**src/hw/tvt_pkg.sv**
```systemverilog
package tvt_pkg;

  // master dot oscillator and the system clock that carries it
  localparam longint MASTER_HZ = 64'd10886400;
  localparam longint CLK_HZ    = 64'd25000000;
  localparam int     NCO_W     = 24;
  localparam logic [NCO_W-1:0] NCO_INC =
    NCO_W'((MASTER_HZ << NCO_W) / CLK_HZ);
  localparam logic [NCO_W-1:0] NCO_RST = 24'h000000;

  // dot counter: seven states per character cell
  localparam logic [3:0] DOT_LOAD      = 4'hA;
  localparam logic [3:0] DOT_OVERFLOW  = 4'hF;
  localparam logic [3:0] DOT_LAST      = 4'h0;
  localparam logic [3:0] DOT_FETCH     = 4'hA;
  localparam logic [3:0] DOT_PRESET    = 4'hF;
  localparam int         DOT_STAGE_MSB = 3;

  // character counter: 0..79 then 240..255
  localparam logic [7:0] CHAR_RST         = 8'h00;
  localparam logic [7:0] CHAR_VIS_LAST    = 8'h4F;
  localparam logic [7:0] CHAR_RETRACE_1ST = 8'hF0;
  localparam logic [7:0] CHAR_LAST        = 8'hFF;
  localparam logic [7:0] CHAR_AT_80       = 8'hF0;
  localparam int         CHAR_W80_BIT     = 7;

  // line counter: divide by nine
  localparam logic [3:0] LINE_RST   = 4'h0;
  localparam logic [3:0] LINE_FIRST = 4'h1;
  localparam logic [3:0] LINE_LAST  = 4'h8;

  // row counter: 30 rows at 60 Hz, 36 rows at 50 Hz
  localparam logic [5:0] ROW_RST     = 6'h00;
  localparam logic [5:0] ROW_LAST_60 = 6'h1D;
  localparam logic [5:0] ROW_LAST_50 = 6'h23;

  typedef struct packed {
    logic [3:0] dot_cnt;
    logic [7:0] char_cnt;
    logic [3:0] line_cnt;
    logic [5:0] row_cnt;
  } tvt_counts_s;

endpackage : tvt_pkg

```
**src/hw/tvt_timing_top.sv**
```systemverilog
`timescale 1ns/1ps
module tvt_timing_top (
  input  wire logic           mclk_in,
  input  wire logic           rst_n_in,
  input  wire logic           sync_clear_in,
  input  wire logic           refresh_50hz_in,
  input  wire logic           test_observe_in,
  input  wire logic           cmd_valid_in,
  output logic                dot_tick_out,
  output logic                dot_cycle_last_stage_n_out,
  output logic                chargen_fetch_out,
  output logic                serializer_preset_out,
  output logic [6:0]          chargen_col_out,
  output logic [2:0]          chargen_line_out,
  output logic                char_count_bit0_out,
  output logic                char_count_bit6_out,
  output logic                char_retrace_weight80_out,
  output logic                char_at_80_flag_n_out,
  output logic                line_counter_clk_n_out,
  output logic                video_line_out,
  output logic                video_active_out,
  output logic [5:0]          row_cnt_out,
  output logic                frame_end_out,
  output logic                refresh_50hz_out,
  output logic                cmd_accept_out,
  output tvt_pkg::tvt_counts_s obs_counts_out,
  output logic                obs_oe_n_out
);

  typedef struct packed {
    logic [tvt_pkg::NCO_W-1:0] nco;
    logic                      tick;
    logic [2:0]                strap_sync;
    logic                      sel50;
    logic [2:0]                obs_sync;
    logic                      obs_en;
    logic [7:0]                char_cnt;
    logic                      at80_n;
    logic                      at80_pulse;
    logic                      line_clk_n;
    logic [3:0]                line_cnt;
    logic                      row_adv;
    logic                      fetch;
    logic                      preset;
    logic [6:0]                col;
    logic [2:0]                glyph_line;
  } tvt_top_state_s;

  localparam tvt_top_state_s ST_RST = '{
    nco:        tvt_pkg::NCO_RST,
    tick:       1'b0,
    strap_sync: 3'h0,
    sel50:      1'b0,
    obs_sync:   3'h0,
    obs_en:     1'b0,
    char_cnt:   tvt_pkg::CHAR_RST,
    at80_n:     1'b1,
    at80_pulse: 1'b0,
    line_clk_n: 1'b1,
    line_cnt:   tvt_pkg::LINE_RST,
    row_adv:    1'b0,
    fetch:      1'b0,
    preset:     1'b0,
    col:        7'h00,
    glyph_line: 3'h0
  };

  tvt_top_state_s st_q;
  tvt_top_state_s st_d;

  logic [3:0] dot_cnt;
  logic       cell_end;
  logic       dot_last_n;
  logic [5:0] row_cnt;
  logic       frame_end;
  logic [tvt_pkg::NCO_W:0] nco_sum;

  // next character count, including the 79 -> 240 jump
  function automatic logic [7:0] tvt_char_next(input logic [7:0] cnt);
    logic [7:0] nxt;
    nxt = cnt + 8'h01;
    if (cnt == tvt_pkg::CHAR_VIS_LAST) begin
      nxt = tvt_pkg::CHAR_RETRACE_1ST;
    end else if (cnt == tvt_pkg::CHAR_LAST) begin
      nxt = tvt_pkg::CHAR_RST;
    end
    return nxt;
  endfunction : tvt_char_next

  // three-stage pin capture: value moves only when stages 2 and 3 agree
  function automatic logic tvt_pin_filter(input logic [2:0] sync,
                                          input logic       cur);
    logic res;
    res = cur;
    if (sync[1] == sync[2]) begin
      res = sync[2];
    end
    return res;
  endfunction : tvt_pin_filter

  // is this raster line one that carries glyph video
  function automatic logic tvt_is_video_line(input logic [3:0] line);
    logic res;
    res = (line >= tvt_pkg::LINE_FIRST) &&
          (line <  tvt_pkg::LINE_LAST);
    return res;
  endfunction : tvt_is_video_line

  // fractional tick generator standing in for the dot oscillator;
  // jitter of one system clock is traded for a single clock domain
  assign nco_sum = {1'b0, st_q.nco} + {1'b0, tvt_pkg::NCO_INC};

  tvt_dot_counter u_dot (
    .mclk_in                    (mclk_in),
    .rst_n_in                   (rst_n_in),
    .tick_in                    (st_q.tick),
    .clear_in                   (sync_clear_in),
    .dot_cnt_out                (dot_cnt),
    .cell_end_out               (cell_end),
    .dot_cycle_last_stage_n_out (dot_last_n)
  );

  tvt_row_counter u_row (
    .mclk_in       (mclk_in),
    .rst_n_in      (rst_n_in),
    .adv_in        (st_q.row_adv),
    .clear_in      (sync_clear_in),
    .sel_50hz_in   (st_q.sel50),
    .row_cnt_out   (row_cnt),
    .frame_end_out (frame_end)
  );

  always_comb begin
    st_d = st_q;

    // master tick at the oscillator rate
    st_d.nco  = nco_sum[tvt_pkg::NCO_W-1:0];
    st_d.tick = nco_sum[tvt_pkg::NCO_W];

    // pins: first stage feeds only the second
    st_d.strap_sync = {st_q.strap_sync[1:0], refresh_50hz_in};
    st_d.sel50      = tvt_pin_filter(st_q.strap_sync, st_q.sel50);
    st_d.obs_sync   = {st_q.obs_sync[1:0], test_observe_in};
    st_d.obs_en     = tvt_pin_filter(st_q.obs_sync, st_q.obs_en);

    // pulses default inactive: low, except line_clk_n high
    st_d.at80_pulse = 1'b0;
    st_d.line_clk_n = 1'b1;
    st_d.row_adv    = 1'b0;
    st_d.fetch      = 1'b0;
    st_d.preset     = 1'b0;

    // glyph fetch and serializer preset steered by dot state
    if (st_q.tick && !sync_clear_in) begin
      if (dot_cnt == tvt_pkg::DOT_FETCH) begin
        st_d.fetch      = 1'b1;
        st_d.col        = st_q.char_cnt[6:0];
        st_d.glyph_line = 3'(st_q.line_cnt - tvt_pkg::LINE_FIRST);
      end
      if (dot_cnt == tvt_pkg::DOT_PRESET) begin
        st_d.preset = 1'b1;
      end
    end

    if (sync_clear_in) begin
      st_d.char_cnt = tvt_pkg::CHAR_RST;
      st_d.line_cnt = tvt_pkg::LINE_RST;
      st_d.at80_n   = 1'b1;
    end else if (cell_end) begin
      // advance once per completed dot cycle
      st_d.char_cnt = tvt_char_next(st_q.char_cnt);

      // decode of the count about to be entered, held in a flop
      st_d.at80_n = (tvt_char_next(st_q.char_cnt) !=
                     tvt_pkg::CHAR_AT_80);
      st_d.at80_pulse = (tvt_char_next(st_q.char_cnt) ==
                         tvt_pkg::CHAR_AT_80);

      if (st_q.char_cnt == tvt_pkg::CHAR_LAST) begin
        // end of raster line clocks the line counter
        st_d.line_clk_n = 1'b0;
        if (st_q.line_cnt == tvt_pkg::LINE_LAST) begin
          st_d.line_cnt = tvt_pkg::LINE_RST;
          st_d.row_adv  = 1'b1;
        end else begin
          st_d.line_cnt = st_q.line_cnt + 4'h1;
        end
      end
    end
  end

  always_ff @(posedge mclk_in or negedge rst_n_in) begin
    if (!rst_n_in) begin
      st_q <= ST_RST;
    end else begin
      st_q <= st_d;
    end
  end

  assign dot_tick_out               = st_q.tick;
  assign dot_cycle_last_stage_n_out = dot_last_n;
  assign chargen_fetch_out          = st_q.fetch;
  assign serializer_preset_out      = st_q.preset;
  assign chargen_col_out            = st_q.col;
  assign chargen_line_out           = st_q.glyph_line;

  // raw stages: low seven binary, the top one standing for 80
  assign char_count_bit0_out        = st_q.char_cnt[0];
  assign char_count_bit6_out        = st_q.char_cnt[6];
  assign char_retrace_weight80_out  =
    st_q.char_cnt[tvt_pkg::CHAR_W80_BIT];
  assign char_at_80_flag_n_out      = st_q.at80_n;
  assign line_counter_clk_n_out     = st_q.line_clk_n;

  assign video_line_out   = tvt_is_video_line(st_q.line_cnt);
  assign video_active_out = ~st_q.char_cnt[tvt_pkg::CHAR_W80_BIT] &
                            tvt_is_video_line(st_q.line_cnt);

  assign row_cnt_out      = row_cnt;
  assign frame_end_out    = frame_end;
  assign refresh_50hz_out = st_q.sel50;

  // host side only gets through in the first clock of count 80
  assign cmd_accept_out = cmd_valid_in & st_q.at80_pulse;

  // observation port is read only; its enable feeds nothing else
  assign obs_counts_out = '{dot_cnt:  dot_cnt,
                            char_cnt: st_q.char_cnt,
                            line_cnt: st_q.line_cnt,
                            row_cnt:  row_cnt};
  assign obs_oe_n_out   = ~st_q.obs_en;

endmodule : tvt_timing_top

```
**src/hw/tvt_dot_counter.sv**
```systemverilog
`timescale 1ns/1ps
module tvt_dot_counter (
  input  wire logic       mclk_in,
  input  wire logic       rst_n_in,
  input  wire logic       tick_in,
  input  wire logic       clear_in,
  output logic [3:0]      dot_cnt_out,
  output logic            cell_end_out,
  output logic            dot_cycle_last_stage_n_out
);

  typedef struct packed {
    logic [3:0] dot;
    logic       cell_end;
  } tvt_dot_state_s;

  tvt_dot_state_s st_q;
  tvt_dot_state_s st_d;

  always_comb begin
    st_d          = st_q;
    st_d.cell_end = 1'b0;
    if (clear_in) begin
      st_d.dot = tvt_pkg::DOT_LOAD;
    end else if (tick_in) begin
      if (st_q.dot == tvt_pkg::DOT_LAST) begin
        st_d.dot      = tvt_pkg::DOT_LOAD;
        st_d.cell_end = 1'b1;
      end else if (st_q.dot == tvt_pkg::DOT_OVERFLOW) begin
        st_d.dot = tvt_pkg::DOT_LAST;
      end else begin
        st_d.dot = st_q.dot + 4'h1;
      end
    end
  end

  always_ff @(posedge mclk_in or negedge rst_n_in) begin
    if (!rst_n_in) begin
      st_q <= '{dot: tvt_pkg::DOT_LOAD, cell_end: 1'b0};
    end else begin
      st_q <= st_d;
    end
  end

  assign dot_cnt_out  = st_q.dot;
  assign cell_end_out = st_q.cell_end;
  // top stage low only in state 0: one state in seven
  assign dot_cycle_last_stage_n_out =
    st_q.dot[tvt_pkg::DOT_STAGE_MSB];

endmodule : tvt_dot_counter

```
**src/hw/tvt_row_counter.sv**
```systemverilog
`timescale 1ns/1ps
module tvt_row_counter (
  input  wire logic       mclk_in,
  input  wire logic       rst_n_in,
  input  wire logic       adv_in,
  input  wire logic       clear_in,
  input  wire logic       sel_50hz_in,
  output logic [5:0]      row_cnt_out,
  output logic            frame_end_out
);

  typedef struct packed {
    logic [5:0] row;
    logic       frame_end;
  } tvt_row_state_s;

  tvt_row_state_s st_q;
  tvt_row_state_s st_d;
  logic [5:0]     row_last;

  // strap picks the terminal count
  assign row_last = sel_50hz_in ? tvt_pkg::ROW_LAST_50
                                : tvt_pkg::ROW_LAST_60;

  always_comb begin
    st_d           = st_q;
    st_d.frame_end = 1'b0;
    if (clear_in) begin
      st_d.row = tvt_pkg::ROW_RST;
    end else if (adv_in) begin
      // >= guards a strap change that lands above the new maximum
      if (st_q.row >= row_last) begin
        st_d.row       = tvt_pkg::ROW_RST;
        st_d.frame_end = 1'b1;
      end else begin
        st_d.row = st_q.row + 6'h01;
      end
    end
  end

  always_ff @(posedge mclk_in or negedge rst_n_in) begin
    if (!rst_n_in) begin
      st_q <= '{row: tvt_pkg::ROW_RST, frame_end: 1'b0};
    end else begin
      st_q <= st_d;
    end
  end

  assign row_cnt_out   = st_q.row;
  assign frame_end_out = st_q.frame_end;

endmodule : tvt_row_counter

```
**config.mk**
```make
export PLATFORM = sky130hd
export DESIGN_NAME = tvt_timing_top
export DESIGN_NICKNAME = d
export VERILOG_FILES = /design/src/hw/tvt_pkg.sv /design/src/hw/tvt_timing_top.sv /design/src/hw/tvt_dot_counter.sv /design/src/hw/tvt_row_counter.sv
export SDC_FILE = /design/constraint.sdc
export NUM_CORES = 1
export LEC_CHECK = 0
export ABC_AREA = 1
export ABC_CLOCK_PERIOD_IN_PS = 1700
export BUFFER_PORTS_ARGS = -buffer_cell sky130_fd_sc_hd__buf_2
export CAP_MARGIN = 20
export CORE_UTILIZATION = 55
export DETAILED_ROUTE_END_ITERATION = 8
export PLACE_DENSITY_LB_ADDON = 0.3
export SYNTH_ARGS = -nofsm -noshare
export SYNTH_HDL_FRONTEND = slang
export SYNTH_HIERARCHICAL = 1
export SYNTH_SLANG_ARGS = --single-unit
```
**constraint.sdc**
```tcl
create_clock -name mclk_in -period 1.7 [get_ports mclk_in]
set_input_delay 0.17 -clock mclk_in [delete_from_list [all_inputs] [get_ports mclk_in]]
set_output_delay 0.17 -clock mclk_in [all_outputs]
set_load 0.1 [all_outputs]
```
==> results by group, run 1 <==
Die
  – Die height: 88.6 µm
  – Die area: 7850 µm²
  – Die width: 88.6 µm
  – IO Pins: 59
  – Num rows: 31
  – Initial cell density of the core: 56.9%
  – CORE AREA: 7250 µm²

Pwr
  – Peak supply drop: 0.513 mV
  – Switch Pwr: 0.000995 W
  – Reg power frac: 49.2%
  – Combinational power share: 12.8%
  – Sw Share: 27.4%
  – Leakage power: 2.45 nW
  – PwrDens: 763 nW/µm²
  – Int Pwr: 0.00264 W
  – Clock share of power: 38.0%

CTS
  – Worst-Skew Late Latency: 0.34 ns
  – TritonCTS Buffers: 9
  – TritonCTS clock tree: built
  – Clock-pin slew on the worst setup and hold paths: 0.08 ns
  – Root Buffer: clkbuf_8
  – CTS Sinks: 73
  – CTS Buffer Depth: 2
  – H-tree depth: 3

Synth
  – Avg Synthesized Cell Area: 8.12 µm²
  – Gate Count Post-Synth: 508
  – Synth Register Bits: 73
  – Warnings, synthesis: 6
  – Register area share after synthesis: 44.4%
  – Number of synthesized flops with an enable pin: 0
  – Post-synth ARST share: 100%
  – Synth unique cells: 37
  – Most frequent cells after synthesis: nand2_1, inv_1, dfrtp_1
  – Cell taking the most area after synthesis: dfrtp_1
  – Most frequent cell after synthesis: nand2_1
  – Syn nets: 527
  – Synth top area cells: dfrtp_1, nand2_1, inv_1, buf_4, nand3_1
  – Syn Std Cell Area: 4130 µm²
  – Top_reg_cell synth: dfrtp_1
  – Yosys top cell area share: 41.8%

Setup path
  – CP required: 1.92 ns
  – Crit path cell chain: nand4_1 -> nor3_4 -> buf_12 -> clkinvlp_4 -> nand2_1 -> o21ai_1
  – Kind of critical path: reg -> reg
  – Crit path DAT: 1.91 ns
  – Max incr delay on CP: 0.65 ns
  – Worst-path maximum fanout: 10
  – Crit. End Element: flip-flop
  – Worst setup SP type: flip-flop
  – Worst path slowest cell: dfstp_4

GRT
  – Pin count of the biggest net entering global routing: 47
  – First-pass GRT wire length: 14300 µm
  – Vias in the first global route: 3213
  – GRT Total Usage: 23.7%
  – Grt total ovfl: 0
  – Initial antenna violation count: 0

Drt
  – DRC violations left: 0
  – First-pass DRT Iterations: 5
  – 1st-iter DRT viols: 255
  – WL final: 8470 µm
  – Via count: 3411
  – Post-DR vias/cell: 5.13
  – Post-route ant nets: 0
  – Wire per inst: 12.7 µm

Timing
  – Pin slew with the least headroom to its limit: 0.501 ns
  – Final hold violation count: 0
  – Max-slew headroom at the worst pin: 66.8%
  – Worst setup margin: 0.0175 ns
  – RSZ-0062 raised after global routing: true
  – Finish-stage setup viols: 0
  – Slew Viols, Final: 0
  – Clock Skew: 0.00632 ns
  – Fmax: 594 MHz
  – Min Hold Slack: 0.179 ns
  – Min Tclk post-route: 1.68 ns
  – Final critical-path share of the clock period: 99.0%

Layout
  – # diodes: 0
  – Layout Utilization: 65.7%
  – FF/Latch Area: 1860 µm²
  – Multi-input gate area: 1810 µm²
  – Area Growth Syn to Fin: 15.4%
  – # nets final: 580
  – Layout cells sized above 1: 26.5%
  – # fillers: 633

Run
  – Max Cap Viol: 0

Min path
  – Worst min-delay path category: in -> async

Place
  – PortBufs: 58
  – Gpl congestion: 0.959
  – DP HPWL: 6190 µm
  – Setup slack after placement: 0.0928 ns

Run status
  – Status: finished clean
==> registers in the layout, summed over array words and instances, names as in the netlist, 3 cells and up <==
signal and cells:
chargen_col_out 7, chargen_line_out 3, obs_counts_out 9, st_d 4, st_q 29, u_dot/dot_cnt_out 4
u_row/row_cnt_out 6
==> power groups by stage <==
stage / combinational (W) / sequential, W / clock (W)
final: 0.000465 / 0.00179 / 0.00138
after global routing: 0.000495 / 0.00179 / 0.00149
after CTS: 0.000452 / 0.00179 / 0.00142
after detailed placement: 0.000434 / 0.00182 / 0
after global placement: 0.000429 / 0.00182 / 0
after floorplan: 0.000292 / 0.00185 / 0
==> layout make-up <==
cell class	instances	share of cell area, %
clock buffers	11	3.18
clock inverters	5	1.13
inverters	77	6.15
multi-input cells	326	38.0
flip-flops and latches	73	39.0
well taps	99	2.60
repair buffers	72	9.70
repair inverters	2	0.263
==> worst paths after layout <==
path	start	to	slack [ns]	cells past startpoint
max in group asynchronous	rst_n_in	line_counter_clk_n_out	0.96	3
hold reg to reg	st_d[30]	st_d[31]	0.35	0
setup / recovery	u_dot/dot_cnt_out[3]	chargen_col_out[0]	0.02	6
min in group mclk_in	sync_clear_in	serializer_preset_out	0.20	4
setup reg to reg	u_dot/dot_cnt_out[3]	chargen_col_out[0]	0.02	6
hold / removal	rst_n_in	u_row/row_cnt_out[4]	0.18	2
==> layer usage <==
| metal | GRT usage [%] | wire (µm) | vias to the layer above |
|---|---|---|---|
| met5 | 0 | 0 | - |
| met4 | 8.80 | 168 | 0 |
| met3 | 4.29 | 364 | 16 |
| met2 | 40.0 | 4170 | 96 |
| met1 | 30.5 | 3770 | 1609 |
| li1 | - | - | 1690 |
==> cell usage in the layout (no fill, tap or decap), types with 3 or more instances in the layout <==
| cell | n |
|---|---|
| a21oi_1 | 11 |
| buf_12 | 4 |
| buf_2 | 56 |
| buf_4 | 8 |
| clkbuf_8 | 11 |
| clkinv_2 | 3 |
| dfrtp_1 | 57 |
| dfrtp_2 | 10 |
| dfstp_2 | 3 |
| dlygate4sd3_1 | 3 |
| ha_1 | 11 |
| inv_1 | 70 |
| inv_2 | 6 |
| nand2_1 | 108 |
| nand2_2 | 10 |
| nand3_1 | 39 |
| nand3_2 | 3 |
| nand4_1 | 8 |
| nor2_1 | 43 |
| nor2_2 | 12 |
| nor3_1 | 4 |
| o21ai_0 | 13 |
| o21ai_1 | 16 |
| o21ai_2 | 4 |
| o21bai_1 | 3 |
| xnor2_1 | 6 |
| xor2_1 | 14 |
==> critical path, delay by kind of cell, from the launching register on <==
kind	cells	cell delay, ns
AOI/OAI and AO/OA	1	0.08
buffers and inverters	2	0.31
DFF	1	0.65
and+or+nand+nor	3	0.54
==> timing repair <==
action	4_1_cts	5_1_grt
buffers inserted	2	1
setup endpoints to repair	2	10
hold endpoints to repair	71	0
hold buffers	3	0
pin swaps	1	4
gates resized for setup	7	5
cloned	0	2
==> cell families (layout without fill, tap and decap cells) <==
kind of cell	after synthesis	after routing	share of synthesized area (%)
xor gates and xnor gates	20	20	4.25
adders and majority gates	15	15	4.43
and+or+nand+nor	237	237	26.9
buffers and inverters	109	167	12.6
DFF	73	73	44.4
AOI/OAI and AO/OA	54	54	7.49
==> per-stage QoR <==
step	total power [W]	cell area, µm²	cells	setup TNS (ns)
final	0.00363	4760	665	0
after global routing	0.00378	4760	665	-0.0813
after CTS	0.00366	4720	662	0
after detailed placement	0.00225	4440	641	0
after global placement	0.00225	4440	641	0
after floorplan	0.00214	4180	508	-0.599
(Power assumes the default switching activity.)
==> run 2: changes to the inputs <==
Settings changed: ABC_CLOCK_PERIOD_IN_PS 1700 to 1900, RECOVER_POWER set to 25.
Clock period 1.7 ns to 1.9 ns, I/O delays scaled along.
==> run 2 against run 1 <==
Power decreased by 15%. Sequential share of layout area increased by 1.3 points. Final area shrank 3.7%. Global-route usage down 0.25 points. Non-clock buffer count shrank 9. Hold slack gained 0.011 ns. Combinational power shrank 20%. Sequential cell count stayed put. Via count shrank 2.2%. Sequential power decreased by 11%. Clock power fell by 18%. Register-to-register slack better by 0.24 ns. Largest cell class unchanged.
==> results by group, run 2 (same netlist as run 1, synthesis figures left out) <==
Run status
  – Status: finished clean

Die
  – Initial cell density of the core: 56.9% (unchanged)
  – Die area: 7850 µm² (unchanged)
  – Num rows: 31 (unchanged)
  – Die width: 88.6 µm (unchanged)
  – CORE AREA: 7250 µm² (unchanged)
  – Die height: 88.6 µm (unchanged)
  – IO Pins: 59 (unchanged)

Drt
  – DRC violations left: 0 (unchanged)
  – Post-route ant nets: 0 (unchanged)
  – WL final: 8370 µm (-1.1%)
  – Post-DR vias/cell: 5.10 (-0.58%)
  – Wire per inst: 12.8 µm (+0.53%)
  – 1st-iter DRT viols: 213 (-16%)
  – First-pass DRT Iterations: 5 (unchanged)
  – Via count: 3335 (-2.2%)

Layout
  – Post-route cell area: 4590 µm² (-3.7%)
  – Max reg flops: 29 (unchanged)
  – Most frequent cells in the layout: nand2_1, inv_1, dfrtp_1
  – # fillers: 691 (+9.2%)
  – Area Growth Syn to Fin: 11.2%
  – Finished Layout Cells: 654 (-1.7%)
  – Top reg by flops: st_q
  – Layout Utilization: 63.2% (-2.4 points)
  – Layout cells sized above 1: 23.1% (-3.4 points)
  – # diodes: 0 (unchanged)
  – Commonest non-fill, non-tap cell in the layout: nand2_1
  – # nets final: 569 (-1.9%)

GRT
  – GRT Total Usage: 23.4% (-0.25 points)
  – First-pass GRT wire length: 14000 µm (-2.4%)
  – Vias in the first global route: 3119 (-2.9%)
  – Initial antenna violation count: 0 (unchanged)
  – Pin count of the biggest net entering global routing: 74 (+57%)
  – Grt total ovfl: 0 (unchanged)

Place
  – # placed instances: 635 (-0.94%)
  – Cell Area, Placed: 4380 µm² (-1.4%)
  – DP HPWL: 6310 µm (+1.9%)
  – Gpl congestion: 0.937 (-2.3%)
  – PortBufs: 58 (unchanged)

Setup path
  – Crit path DAT: 1.61 ns (-0.30 ns)
  – Worst-path maximum fanout: 6 (-4)
  – Crit. End Element: output pin
  – Worst path slowest cell: dfrtp_2
  – Kind of critical path: reg -> out
  – Max incr delay on CP: 0.44 ns (-0.21 ns)
  – CP required: 1.71 ns (-0.21 ns)
  – R2r startpoint: u_dot/dot_cnt_out[3]
  – Worst setup path start: obs_counts_out[6]
  – Crit path cell chain: inv_1 -> ha_1 -> nand2_1 -> o21ai_2 -> inv_1 -> buf_12
  – Worst setup SP type: flip-flop
  – Most used cell, CP: inv_1

Pwr
  – Overall Power: 0.00310 W (-15%)
  – Leakage power: 2.39 nW (-2.5%)
  – Peak supply drop: 0.398 mV (-22%)
  – PwrDens: 676 nW/µm² (-11%)

CTS
  – Post-CTS Setup Inserts: 0 (-2)
  – TritonCTS Buffers: 9 (unchanged)
  – H-tree depth: 3 (unchanged)
  – Clock-pin slew on the worst setup and hold paths: 0.07 ns (about the same)
  – Root Buffer: clkbuf_8
  – Worst-Skew Late Latency: 0.34 ns (about the same)
  – CTS Sinks: 73 (unchanged)
  – TritonCTS clock tree: built
  – CTS Buffer Depth: 2 (unchanged)

Timing
  – Final critical-path share of the clock period: 94.7%
  – Slew Viols, Final: 0 (unchanged)
  – Final hold violation count: 0 (unchanged)
  – Clock Skew: 0.00738 ns (+0.00106 ns)
  – Pin slew with the least headroom to its limit: 0.954 ns (+0.453 ns)
  – Fmax: 556 MHz
  – Min Tclk post-route: 1.80 ns
  – Max-slew headroom at the worst pin: 36.4% (-30 points)
  – Finish-stage setup viols: 0 (unchanged)
  – Setup TNS: 0 ns (unchanged)

Min path
  – Worst min-delay path category: in -> reg
  – Min-delay src: sync_clear_in

Run
  – Max Cap Viol: 0 (unchanged)
[run 2: critical path: cells and delay by family, from the launching register on]
kind                       cells  cell delay (ns)
AOI/OAI and AO/OA              1             0.17
buffers and inverters          3             0.37
DFF                            1             0.44
and+or+nand+nor                1             0.10
adders and majority gates      1             0.18
[run 2: layout make-up]
class                           count  area [µm²]  area share, %
Sequential cell                    73        1850           40.2
Multi-Input combinational cell    326        1780           38.8
Timing Repair Buffer               63         365           7.97
Inverter                           77         289           6.30
Clock buffer                       12         155           3.38
Tap cell                           99         124           2.70
Clock inverter                      4        26.3          0.573
[run 2: routing by layer]
metal / vias up / global-route usage, % / wire (µm)
met5: - / 0 / 0
met4: 0 / 9.24 / 140
met3: 13 / 4.38 / 357
met2: 93 / 39.6 / 4160
met1: 1562 / 29.8 / 3720
li1: 1667 / - / -
[run 2: timing repair]
action | 4_1_cts | 5_1_grt
resized for setup | 1 | 2
pin swaps | 0 | 0
hold buffers | 3 | 0
setup endpoints to repair | 1 | 2
endpoints found under the hold margin | 71 | 0
[run 2: power by group]
part	leakage, nW	switching, W	internal (W)
Clock	0.0928	0.000579	0.000546
Combinational	1.39	0.000296	0.0000772
Sequential	0.906	0.0000209	0.00158
[run 2: stage by stage]
step | setup WS, ns | hold WS [ns]
after floorplan | -0.00390 | -0.106
after CTS | 0.0521 | 0.172
after detailed placement | 0.276 | 0.245
after global routing | -0.0286 | 0.195
after global placement | 0.306 | 0.244
final | 0.101 | 0.190
[run 2: final timing paths]
kind | endpoint | slack (ns) | depth (start not counted)
setup / recovery | video_line_out | 0.10 | 6
hold / removal | u_row/frame_end_out | 0.19 | 2
setup reg to reg | chargen_line_out[2] | 0.26 | 5
hold reg to reg | st_d[35] | 0.35 | 0
max in group asynchronous | char_count_bit0_out | 0.59 | 3
min in group asynchronous | u_row/row_cnt_out[0] | 0.64 | 3
